$ cat config.mk
export PLATFORM = sky130hd
export DESIGN_NAME = dual_dac_control_registers
export DESIGN_NICKNAME = d
export VERILOG_FILES = /design/src/logic/dac_ctrl_pkg.sv /design/src/logic/dual_dac_control_registers.sv
export SDC_FILE = /design/constraint.sdc
export NUM_CORES = 1
export LEC_CHECK = 0
export BUFFER_PORTS_ARGS = -buffer_cell sky130_fd_sc_hd__buf_2
export CAP_MARGIN = 10
export CORE_ASPECT_RATIO = 1.1
export CORE_MARGIN = 10
export CORE_UTILIZATION = 58
export DETAILED_ROUTE_END_ITERATION = 16
export PLACE_DENSITY_LB_ADDON = 0.3
export SYNTH_ARGS = -nofsm -noshare
export SYNTH_HDL_FRONTEND = slang
export SYNTH_SLANG_ARGS = --single-unit
$ cat constraint.sdc
create_clock -name sys_clk -period 4.72 [get_ports sys_clk]
set_clock_uncertainty 0.05 [all_clocks]
set_input_delay 0.944 -clock sys_clk [delete_from_list [all_inputs] [get_ports sys_clk]]
set_output_delay 0.944 -clock sys_clk [all_outputs]
set_load 0.02 [all_outputs]
$ cat src/logic/dac_ctrl_pkg.sv
package dac_ctrl_pkg;
  localparam int unsigned CHANNELS = 2;
  localparam int unsigned SAMPLE_W = 12;
  localparam int unsigned ADDR_W = 8;
  localparam int unsigned TIMER_SRCS = 6;

  // register map
  localparam logic [ADDR_W-1:0] CTRL_OFFSET = 8'h00;
  localparam logic [ADDR_W-1:0] SWTRIG_OFFSET = 8'h04;
  localparam logic [1:0] WORD_ALIGN = 2'h0;
  localparam logic [31:0] CTRL_RESET = 32'h0000_0000;
  localparam logic [31:0] SWTRIG_RESET = 32'h0000_0000;
  localparam logic [31:0] CTRL_WRITE_MASK = 32'h3FFF_3FFF;
  localparam logic [31:0] READ_ZERO = 32'h0000_0000;

  // field layout within one channel half of the control word
  localparam int unsigned CH_STRIDE = 16;
  localparam int unsigned EN_BIT = 0;
  localparam int unsigned BOFF_BIT = 1;
  localparam int unsigned TEN_BIT = 2;
  localparam int unsigned TSEL_LSB = 3;
  localparam int unsigned TSEL_W = 3;
  localparam int unsigned WAVE_LSB = 6;
  localparam int unsigned WAVE_W = 2;
  localparam int unsigned MAMP_LSB = 8;
  localparam int unsigned MAMP_W = 4;
  localparam int unsigned DMA_BIT = 12;
  localparam int unsigned UDR_BIT = 13;

  // trigger source codes
  localparam logic [2:0] TSEL_REMAP = 3'h3;
  localparam logic [2:0] TSEL_EXT9 = 3'h6;
  localparam logic [2:0] TSEL_SOFT = 3'h7;

  // amplitude decode
  localparam logic [3:0] MAMP_FULL = 4'hB;
  localparam logic [SAMPLE_W-1:0] FULL_MASK = 12'hFFF;
  localparam logic [SAMPLE_W-1:0] ZERO_SAMPLE = 12'h000;
  localparam logic [SAMPLE_W-1:0] ONE_SAMPLE = 12'h001;

  typedef enum logic [1:0] {
    WM_NONE = 2'b00,
    WM_NOISE = 2'b01,
    WM_TRI = 2'b10
  } wave_mode_e;

  // latencies in peripheral bus clock cycles
  localparam int unsigned HW_TRIG_CYCLES = 3;
  localparam int unsigned SW_TRIG_CYCLES = 1;
  localparam int unsigned DIRECT_CYCLES = 1;
  localparam int unsigned SWCLR_CYCLES = 1;
  localparam int unsigned HW_PIPE_LEN = HW_TRIG_CYCLES - 1;
endpackage

$ cat src/logic/dual_dac_control_registers.sv
`timescale 1ns/1ps
`default_nettype none
module dual_dac_control_registers #(
  parameter bit LARGE_DEVICE = 1'b1,
  parameter logic [11:0] NOISE_SHIFT_REG_TAPS = 12'h829
) (
  // clock, reset, enable
  input wire logic sys_clk,
  input wire logic reset,
  input wire logic clk_en,
  // peripheral bus slave
  input wire logic psel,
  input wire logic penable,
  input wire logic pwrite,
  input wire logic [dac_ctrl_pkg::ADDR_W-1:0] paddr,
  input wire logic [31:0] pwdata,
  output logic [31:0] prdata,
  output logic pready,
  output logic pslverr,
  // holding register side
  input wire logic [dac_ctrl_pkg::SAMPLE_W-1:0] ch1_held_sample,
  input wire logic ch1_held_write,
  input wire logic [dac_ctrl_pkg::SAMPLE_W-1:0] ch2_held_sample,
  input wire logic ch2_held_write,
  // trigger sources
  input wire logic [dac_ctrl_pkg::TIMER_SRCS-1:0] timer_trigger_out,
  input wire logic trigger3_alt_timer,
  input wire logic trigger3_remap_sel,
  input wire logic ext_line9,
  // output words
  output logic [dac_ctrl_pkg::SAMPLE_W-1:0] ch1_output_word,
  output logic [dac_ctrl_pkg::SAMPLE_W-1:0] ch2_output_word,
  // channel controls
  output logic ch1_on,
  output logic ch2_on,
  output logic ch1_outbuf_off,
  output logic ch2_outbuf_off,
  output logic ch1_dma_req_en,
  output logic ch2_dma_req_en,
  output logic ch1_underrun_irq_en,
  output logic ch2_underrun_irq_en
);

  localparam int unsigned SW = dac_ctrl_pkg::SAMPLE_W;
  localparam int unsigned NCH = dac_ctrl_pkg::CHANNELS;
  localparam int unsigned PL = dac_ctrl_pkg::HW_PIPE_LEN;
  localparam int unsigned AW = dac_ctrl_pkg::ADDR_W;

  typedef struct packed {
    logic [31:0] ctrl;
    logic [NCH-1:0] soft_fire;
    logic [NCH-1:0] clr_pend;
    logic [NCH-1:0][PL-1:0] trig_pipe;
    logic [NCH-1:0][SW-1:0] out_word;
    logic [NCH-1:0][SW-1:0] noise_shift_reg;
    logic [NCH-1:0][SW-1:0] tri_cnt;
    logic [NCH-1:0] tri_down;
    logic [31:0] rdata;
    logic ready;
    logic slverr;
  } state_s;

  state_s st_reg;
  state_s st_next;

  // amplitude code to mask or triangle peak
  function automatic logic [SW-1:0] amp_mask(input logic [3:0] code);
    logic [3:0] sh;
    sh = 4'(dac_ctrl_pkg::MAMP_FULL - code);
    if (code >= dac_ctrl_pkg::MAMP_FULL)
    begin
      return dac_ctrl_pkg::FULL_MASK;
    end
    return dac_ctrl_pkg::FULL_MASK >> sh;
  endfunction

  function automatic dac_ctrl_pkg::wave_mode_e wave_decode(input logic [1:0] code);
    if (code[1])
    begin
      return dac_ctrl_pkg::WM_TRI;
    end
    if (code == 2'(dac_ctrl_pkg::WM_NOISE))
    begin
      return dac_ctrl_pkg::WM_NOISE;
    end
    return dac_ctrl_pkg::WM_NONE;
  endfunction

  // hardware trigger source select; software code is handled apart
  // triggers are sampled as levels: a line held high fires every cycle
  function automatic logic hw_source(input logic [2:0] code);
    logic hit;
    hit = 1'b0;
    case (code)
      dac_ctrl_pkg::TSEL_REMAP:
      begin
        if (LARGE_DEVICE)
        begin
          hit = trigger3_remap_sel ? trigger3_alt_timer : timer_trigger_out[code];
        end
        else
        begin
          hit = trigger3_alt_timer;
        end
      end
      dac_ctrl_pkg::TSEL_EXT9: hit = ext_line9;
      dac_ctrl_pkg::TSEL_SOFT: hit = 1'b0;
      default: hit = timer_trigger_out[code];
    endcase
    return hit;
  endfunction

  // one offset compare shared by decode, write strobes and read select
  function automatic logic reg_hit(input logic [AW-1:0] addr, input logic [AW-1:0] offset);
    return addr == offset;
  endfunction

  logic [NCH-1:0][SW-1:0] held;
  logic [NCH-1:0] held_wr;
  logic acc_phase;
  logic wr_ctrl;
  logic wr_swtrig;
  logic addr_ok;

  assign held[0] = ch1_held_sample;
  assign held[1] = ch2_held_sample;
  assign held_wr[0] = ch1_held_write;
  assign held_wr[1] = ch2_held_write;

  // only aligned word addresses of the two registers respond
  assign addr_ok = (paddr[1:0] == dac_ctrl_pkg::WORD_ALIGN) &&
                   (reg_hit(paddr, dac_ctrl_pkg::CTRL_OFFSET) ||
                    reg_hit(paddr, dac_ctrl_pkg::SWTRIG_OFFSET));
  assign acc_phase = psel && penable && st_reg.ready;
  assign wr_ctrl = acc_phase && pwrite && reg_hit(paddr, dac_ctrl_pkg::CTRL_OFFSET);
  assign wr_swtrig = acc_phase && pwrite && reg_hit(paddr, dac_ctrl_pkg::SWTRIG_OFFSET);

  always_comb
  begin
    int unsigned b;
    logic ten;
    logic [2:0] tsel;
    logic [3:0] mamp;
    dac_ctrl_pkg::wave_mode_e wm;
    logic hw_ev;
    logic sw_ev;
    logic load;
    logic [SW-1:0] wave_val;
    logic [SW-1:0] peak;
    b = 0;
    ten = 1'b0;
    tsel = 3'h0;
    mamp = 4'h0;
    wm = dac_ctrl_pkg::WM_NONE;
    hw_ev = 1'b0;
    sw_ev = 1'b0;
    load = 1'b0;
    wave_val = dac_ctrl_pkg::ZERO_SAMPLE;
    peak = dac_ctrl_pkg::ZERO_SAMPLE;
    st_next = st_reg;

    // bus: setup phase answers in the next cycle with no wait state
    // read data is captured at setup and held through the access cycle
    st_next.ready = 1'b0;
    st_next.slverr = 1'b0;
    if (psel && !penable && !st_reg.ready)
    begin
      st_next.ready = 1'b1;
      st_next.slverr = !addr_ok;
      if (reg_hit(paddr, dac_ctrl_pkg::CTRL_OFFSET))
      begin
        st_next.rdata = st_reg.ctrl;
      end
      else
      begin
        // software trigger register is write-only and reads as zero
        st_next.rdata = dac_ctrl_pkg::READ_ZERO;
      end
    end

    if (wr_ctrl)
    begin
      // reserved bits are kept at zero whatever is written
      st_next.ctrl = pwdata & dac_ctrl_pkg::CTRL_WRITE_MASK;
    end

    for (int c = 0; c < NCH; c++)
    begin
      b = c * dac_ctrl_pkg::CH_STRIDE;
      ten = st_reg.ctrl[b + dac_ctrl_pkg::TEN_BIT];
      tsel = st_reg.ctrl[b + dac_ctrl_pkg::TSEL_LSB +: dac_ctrl_pkg::TSEL_W];
      mamp = st_reg.ctrl[b + dac_ctrl_pkg::MAMP_LSB +: dac_ctrl_pkg::MAMP_W];
      wm = wave_decode(st_reg.ctrl[b + dac_ctrl_pkg::WAVE_LSB +: dac_ctrl_pkg::WAVE_W]);
      peak = amp_mask(mamp);

      // hardware trigger runs through a short delay line
      hw_ev = ten && (tsel != dac_ctrl_pkg::TSEL_SOFT) && hw_source(tsel);
      st_next.trig_pipe[c] = {st_reg.trig_pipe[c][PL-2:0], hw_ev};
      // clr_pend masks the bit while it waits to be cleared
      sw_ev = ten && (tsel == dac_ctrl_pkg::TSEL_SOFT) &&
              st_reg.soft_fire[c] && !st_reg.clr_pend[c];

      if (ten)
      begin
        load = st_reg.trig_pipe[c][PL-1] || sw_ev;
      end
      else
      begin
        load = held_wr[c];
      end

      wave_val = dac_ctrl_pkg::ZERO_SAMPLE;
      if (ten)
      begin
        case (wm)
          dac_ctrl_pkg::WM_NOISE: wave_val = st_reg.noise_shift_reg[c] & peak;
          dac_ctrl_pkg::WM_TRI: wave_val = st_reg.tri_cnt[c];
          default: wave_val = dac_ctrl_pkg::ZERO_SAMPLE;
        endcase
      end

      if (load)
      begin
        // sum wraps at twelve bits; no saturation
        st_next.out_word[c] = held[c] + wave_val;
        if (ten && wm == dac_ctrl_pkg::WM_NOISE)
        begin
          // xnor feedback so the all-zero reset value is a live state
          st_next.noise_shift_reg[c] = {st_reg.noise_shift_reg[c][SW-2:0],
                             ~^(st_reg.noise_shift_reg[c] & NOISE_SHIFT_REG_TAPS)};
        end
        if (ten && wm == dac_ctrl_pkg::WM_TRI)
        begin
          if (!st_reg.tri_down[c])
          begin
            if (st_reg.tri_cnt[c] >= peak)
            begin
              st_next.tri_down[c] = 1'b1;
              st_next.tri_cnt[c] = st_reg.tri_cnt[c] - dac_ctrl_pkg::ONE_SAMPLE;
            end
            else
            begin
              st_next.tri_cnt[c] = st_reg.tri_cnt[c] + dac_ctrl_pkg::ONE_SAMPLE;
            end
          end
          else
          begin
            if (st_reg.tri_cnt[c] == dac_ctrl_pkg::ZERO_SAMPLE)
            begin
              st_next.tri_down[c] = 1'b0;
              st_next.tri_cnt[c] = dac_ctrl_pkg::ONE_SAMPLE;
            end
            else
            begin
              st_next.tri_cnt[c] = st_reg.tri_cnt[c] - dac_ctrl_pkg::ONE_SAMPLE;
            end
          end
        end
      end

      // software trigger bit: cleared one clock after its load
      st_next.clr_pend[c] = sw_ev;
      if (st_reg.clr_pend[c])
      begin
        st_next.soft_fire[c] = 1'b0;
      end
      if (wr_swtrig)
      begin
        // a fresh write wins over the hardware clear
        st_next.soft_fire[c] = pwdata[c];
        st_next.clr_pend[c] = sw_ev && !pwdata[c];
      end
    end
  end

  always_ff @(posedge sys_clk)
  begin
    if (reset)
    begin
      st_reg <= '0;
    end
    else if (clk_en)
    begin
      st_reg <= st_next;
    end
  end

  assign prdata = st_reg.rdata;
  assign pready = st_reg.ready;
  assign pslverr = st_reg.slverr;
  assign ch1_output_word = st_reg.out_word[0];
  assign ch2_output_word = st_reg.out_word[1];
  assign ch1_on = st_reg.ctrl[dac_ctrl_pkg::EN_BIT];
  assign ch2_on = st_reg.ctrl[dac_ctrl_pkg::CH_STRIDE + dac_ctrl_pkg::EN_BIT];
  assign ch1_outbuf_off = st_reg.ctrl[dac_ctrl_pkg::BOFF_BIT];
  assign ch2_outbuf_off = st_reg.ctrl[dac_ctrl_pkg::CH_STRIDE + dac_ctrl_pkg::BOFF_BIT];
  assign ch1_dma_req_en = st_reg.ctrl[dac_ctrl_pkg::DMA_BIT];
  assign ch2_dma_req_en = st_reg.ctrl[dac_ctrl_pkg::CH_STRIDE + dac_ctrl_pkg::DMA_BIT];
  assign ch1_underrun_irq_en = st_reg.ctrl[dac_ctrl_pkg::UDR_BIT];
  assign ch2_underrun_irq_en = st_reg.ctrl[dac_ctrl_pkg::CH_STRIDE + dac_ctrl_pkg::UDR_BIT];

endmodule
`default_nettype wire

---- Word level (Yosys, flattened, before mapping) ----
Index checks and enable logic that the tools add are counted.
operators by class
  bitwise gates (word level) .............. 2
  shift operators ......................... 2
  multiplexer cells ....................... 54
  equal/unequal tests ..................... 15
  add/sub/neg operators ................... 8
  $lt $le $gt $ge ......................... 6
  reduce and logical (&&, ||, !) cells .... 52
operator list
  operator                                                                      number
  12-bit two-way mux                                                            12
  12-bit one-hot mux with 2 select lines                                        2
  30-bit two-way mux                                                            1
  1-bit two-way mux                                                             26
  12-bit by 1-bit adder with 12-bit output, second input constant               2
  12-bit adder                                                                  2
  12-bit bitwise AND                                                            2
  12-bit greater-or-equal comparator                                            2
  1-bit logical AND                                                             24
  12-bit zero test                                                              2
  12-bit XNOR reduction                                                         2
  12-bit by 4-bit >> shifter with 12-bit output, first input constant           2
  12-bit by 1-bit subtractor with 12-bit output, second input constant          2
  2-bit two-way mux                                                             9
  3-bit == test, second input constant                                          4
  2-bit AND reduction                                                           6
  3-bit AND reduction                                                           4
  2-bit by 1-bit == test with 1-bit output, second input constant               4
  8-bit by 3-bit == test with 1-bit output, second input constant               1
  4-bit greater-or-equal comparator, second input constant                      2
  8-bit zero test                                                               1
  3-bit by 4-bit less-than comparator with 1-bit output, second input constant  2
  4-bit subtractor, first input constant                                        2
  1-bit zero test                                                               7
  8 further kinds                                                               16
storage, ports and cells
  word-level logic and storage cells ...... 156
  output and inout port bits .............. 66
  register bits after elaboration ......... 142

---- Depth between registers and ports, before layout ----
  depth in word-level cells ............... 9
  mapped depth ............................ 16

---- Least setup slack after synthesis ----
No wires, ideal clock.
  path type ............................... register to register
  start point ............................. reg st_reg[142] (netlist bit)
  end point ............................... reg st_reg[52] (netlist bit)
  cell stages (with the launch flop) ...... 15
  arrival time ............................ 3.066 ns
  required time ........................... 4.537 ns
  path slack .............................. 1.470 ns
  cells stage by stage .................... dfxtp_1 inv_1 ha_1 nor2b_1 o21ai_0 and2_1 ha_1 a21o_1 a21o_1 a211o_4 a211o_1 buf_2 mux2_2 a21oi_1 a311oi_1
between the ends
  cells in the longest elaborated chain, start to end .. 6
  elaborated cells between the ends (all ways) .. 8
RTL lines
  item                                                                                RTL line                                                            source
  start: declaration                                                                  dual_dac_control_registers.sv:63                                    state_s st_reg;
  start signal: assignment                                                            dual_dac_control_registers.sv:284                                   st_reg <= st_next;
  4-bit subtractor or 4-bit greater-or-equal comparator (tied branches)               dual_dac_control_registers.sv:69, dual_dac_control_registers.sv:70
  12-bit by 4-bit >> shifter with 12-bit output or 1-bit two-way mux (tied branches)  dual_dac_control_registers.sv:74, dual_dac_control_registers.sv:70
  12-bit two-way mux (*)                                                              dual_dac_control_registers.sv:74                                    return dac_ctrl_pkg::FULL_MASK >> sh;
  12-bit greater-or-equal comparator (*)                                              dual_dac_control_registers.sv:236                                   if (st_reg.tri_cnt[c] >= peak)
  12-bit two-way mux (*)                                                              dual_dac_control_registers.sv:236
  12-bit two-way mux (*)                                                              dual_dac_control_registers.sv:234                                   if (!st_reg.tri_down[c])
Every way passes the cells marked *; elsewhere a longest branch is shown, timed or not.
A chain may end at the register's enable or synchronous reset.

---- Worst setup path after layout ----
  start point ............................. reg st_reg[126] (netlist bit)
  end point ............................... reg st_reg[38] (netlist bit)
The elaborated chain is that of the path after synthesis.

==> summary by stage <==
Job
Across the run, the number of max-cap violations was 0.

Die
For this configuration, the core starts out at a cell density of 58.9%. The total I/O pin count is between 100 and 150. The floorplan has 47 rows. From left edge to right edge, the die measures between 100 and 150 microns. The core region area is 15100 sq um. The floorplan step defined a die boundary enclosing around 21000 sq um. The height of the die is 150 microns.

Logic synthesis
After synthesis the cells add up to a little under 9000 sq um. The count of state elements after synthesis is 140. The post-synthesis cell type with the largest combined area is dfxtp_1. Counting flops with a built-in enable in the synthesized netlist gives 0. Among all flip-flop cells after synthesis, the most frequent one is dfxtp_1. In this run the biggest area consumer among cell types represents 31.6% of the synthesized area. The cell count after synthesis came out at 1159. For this run, the number of Yosys warnings is 0.

The sequential share of the synthesized area is 31.6%. The post-synthesis async set-or-reset flop share is 0%. Yosys attributes the largest share of cell area to dfxtp_1 (32%), nand2_1 (8.4%), ha_1 (8.2%). The count of distinct cell types in the synthesized netlist is 76. Averaged over all synthesized cells, the footprint is 7.65 sq um.

STA
The worst path in the final design needs a cycle of 3.86 ns, including I/O delays and setup. For the final routed database, the setup TNS stands at 0 ns. After layout, the worst path uses between 80 and 90% of the clock period. Setup repair after global routing left no endpoint under its margin.

The number of endpoints with negative hold slack in the final report came to 0. Setup violations remaining at the end of the flow were counted as 0. The number of pins with negative max-slew slack in the final report was 0. For the pin with the worst max-slew slack, the measured transition is 1.12 ns. Headroom to the max-slew limit came out at 25.0%.

Once routing completed, OpenROAD measured the worst setup slack at 0.855 ns. The highest attainable clock frequency is 259 MHz.

Clocking
Clock-pin slew was measured on the worst setup and hold paths at 0.06 ns. The number of clock buffers inserted by TritonCTS is 17. The total setup buffers inserted after CTS is 0. CTS saw 140 sinks. The clock tree from TritonCTS is yes. Once the clock tree was built, the resizer swapped 0 gates to a different size. The H-tree level count is 4. The clock passes through at most 2 buffers. The quantity of hold-fixing buffers added after cts is 0.

Clock latency on the worst-skew pair, taken at its later pin, is 0.42 ns. In this run the clock root is driven by a clkbuf_16.

Route
Before antenna repair, the detailed router went through 6 iterations. The total length of routed wires is ~23 mm. After detailed routing, the number of remaining DRC violations is 0.

Once detail routing completed, the nets flagged for antenna violations numbered 0. The first routing iteration left around 650 violations. The via density per instance is between 5 and 6. In the final routed layout, each cell accounts on average for 16.4 microns. The detailed router placed 8254 vias in this run.

Worst setup path
The capturing element type of the critical path is a flop. The peak fanout along the critical path is 20. The setup path with the least slack is of type flop to flop.

For the worst setup path, the data arrival time is between 4 and 5 ns. The kind of launch point of the worst setup path is a flop. At the worst endpoint, the required time is 5.00 ns.

Placed design
The routability congestion estimate from global placement is about 0.91. OpenSTA, run right after detailed placement, puts the worst setup slack at 0.920 ns. The count of buffers inserted at the top-level ports is 138. The half-perimeter wire length after placement is 16.6 mm.

Pwr
The maximum vdd drop is 0.237 mV. The analysis attributes to cell leakage a power of a little under 4 nW. The power per cell area is 281 nW/um^2.

Final layout
The post-route netlist has around 17% of its cells at a drive strength greater than 1. The net count of the finished layout is 1342. The register with the most flip-flops in the layout has 76 of them. Relative to the synthesized area, the layout overhead comes to 9.82%.

GRT
The global-route wire length before repair is roughly 37 mm. The number of global-route vias before repair is 7611. Entering global routing, the biggest net connects 77 pins. Global routing consumed, over all layers together, 21.7% of the routing resources. The initial antenna violation count is 0. Global routing finished with a remaining overflow of 0.

Hold path
The path category of the worst min-delay check is flop to flop.

Status
The run finished with clean final reports.
-- synthesized netlist by cell type, types with 26 or more instances --
library cell,number
a22oi_1,29
inv_1,26
buf_4,58
a21oi_1,130
nand3_1,32
dfxtp_1,140
ha_1,58
nand2_1,198
clkbuf_1,49
o21ai_0,58
nor2_1,97
nor3_1,32
-- layout make-up --
class,count,area [sq um]
diodes,1,2.50
clock buffers,18,429
clock inverters,14,148
fillers,1328,5320
inverters,29,109
multi-input cells,867,5250
flip-flops and latches,140,2800
well taps,196,245
repair buffers,146,753
-- per-stage QoR --
stage	instance area (sq um)	std cells	utilization, %	hold slack, ns	total power, mW
floorplan	8880	1162	-	0.382	1.39
global placement	9160	1378	60.8	0.385	1.45
detailed placement	9160	1378	60.8	0.391	1.45
CTS	9740	1410	64.7	0.399	2.75
global route	9740	1410	64.7	0.414	2.84
finish	9740	1411	64.7	0.398	2.74
-- layer usage --
metal  GRT usage [%]  wire (microns)  up-vias
met1            26.0            9710     3882
met2            38.2           12000      205
met5               0               0        -
met3            3.72            1040       38
li1                -               -     4129
met4            6.68             344        0
-- critical path: stages, from the launching register on --
cell and delay, ns:
dfxtp_1 0.47, inv_1 0.18, ha_1 0.26, nand3_1 0.10
nand2_1 0.14, or2_2 0.34, a31oi_1 0.20, ha_1 0.23
nor2_1 0.05, nor4_1 0.26, a21oi_1 0.16, o211ai_2 0.71
mux2i_1 0.26, a21oi_1 0.09, a311oi_1 0.26
-- cell usage in the layout, fill, tap and decap left out, types with 10 or more instances in the layout --
cell type	Yosys	routed
buf_2	16	137
dfxtp_1	140	140
nand2_1	198	198
ha_1	58	58
nor3_1	32	32
xnor2_1	20	20
nor4_1	12	12
a211oi_1	11	11
a21oi_1	130	130
nand2b_1	10	10
inv_1	26	26
nand4_1	11	11
nor2_1	97	96
clkbuf_16	0	17
a22oi_1	29	29
nand3_1	32	32
o21ai_0	58	58
mux2i_1	15	15
a31oi_1	13	13
-- final timing paths --
path	start	endpoint	slack (ns)	cells past startpoint
worst max-delay path	st_reg[126]	st_reg[38]	0.86	14
worst min-delay path	ch2_output_word[7]	ch2_output_word[7]	0.40	2
worst max register to register	st_reg[126]	st_reg[38]	0.86	14
worst min register to register	ch2_output_word[7]	ch2_output_word[7]	0.40	2
-- kinds of logic (layout without fill, tap and decap cells) --
kind of cell / after synthesis / count (layout) / synth area share (%)
AO/OA/AOI/OAI: 310 / 310 / 21.9
XOR/XNOR: 27 / 27 / 2.67
adder cells (fa/ha/maj): 60 / 60 / 8.63
buffers and inverters: 155 / 207 / 9.35
flip-flops: 140 / 140 / 31.6
multiplexers: 20 / 20 / 2.58
other: 1 / 5 / 0.0423
AND/OR/NAND/NOR: 446 / 446 / 23.2
-- report_power, final --
part	switching, mW	internal [mW]
registers	0.00967	1.19
logic	0.134	0.0873
clock network	0.568	0.746
(Power assumes the default switching activity.)
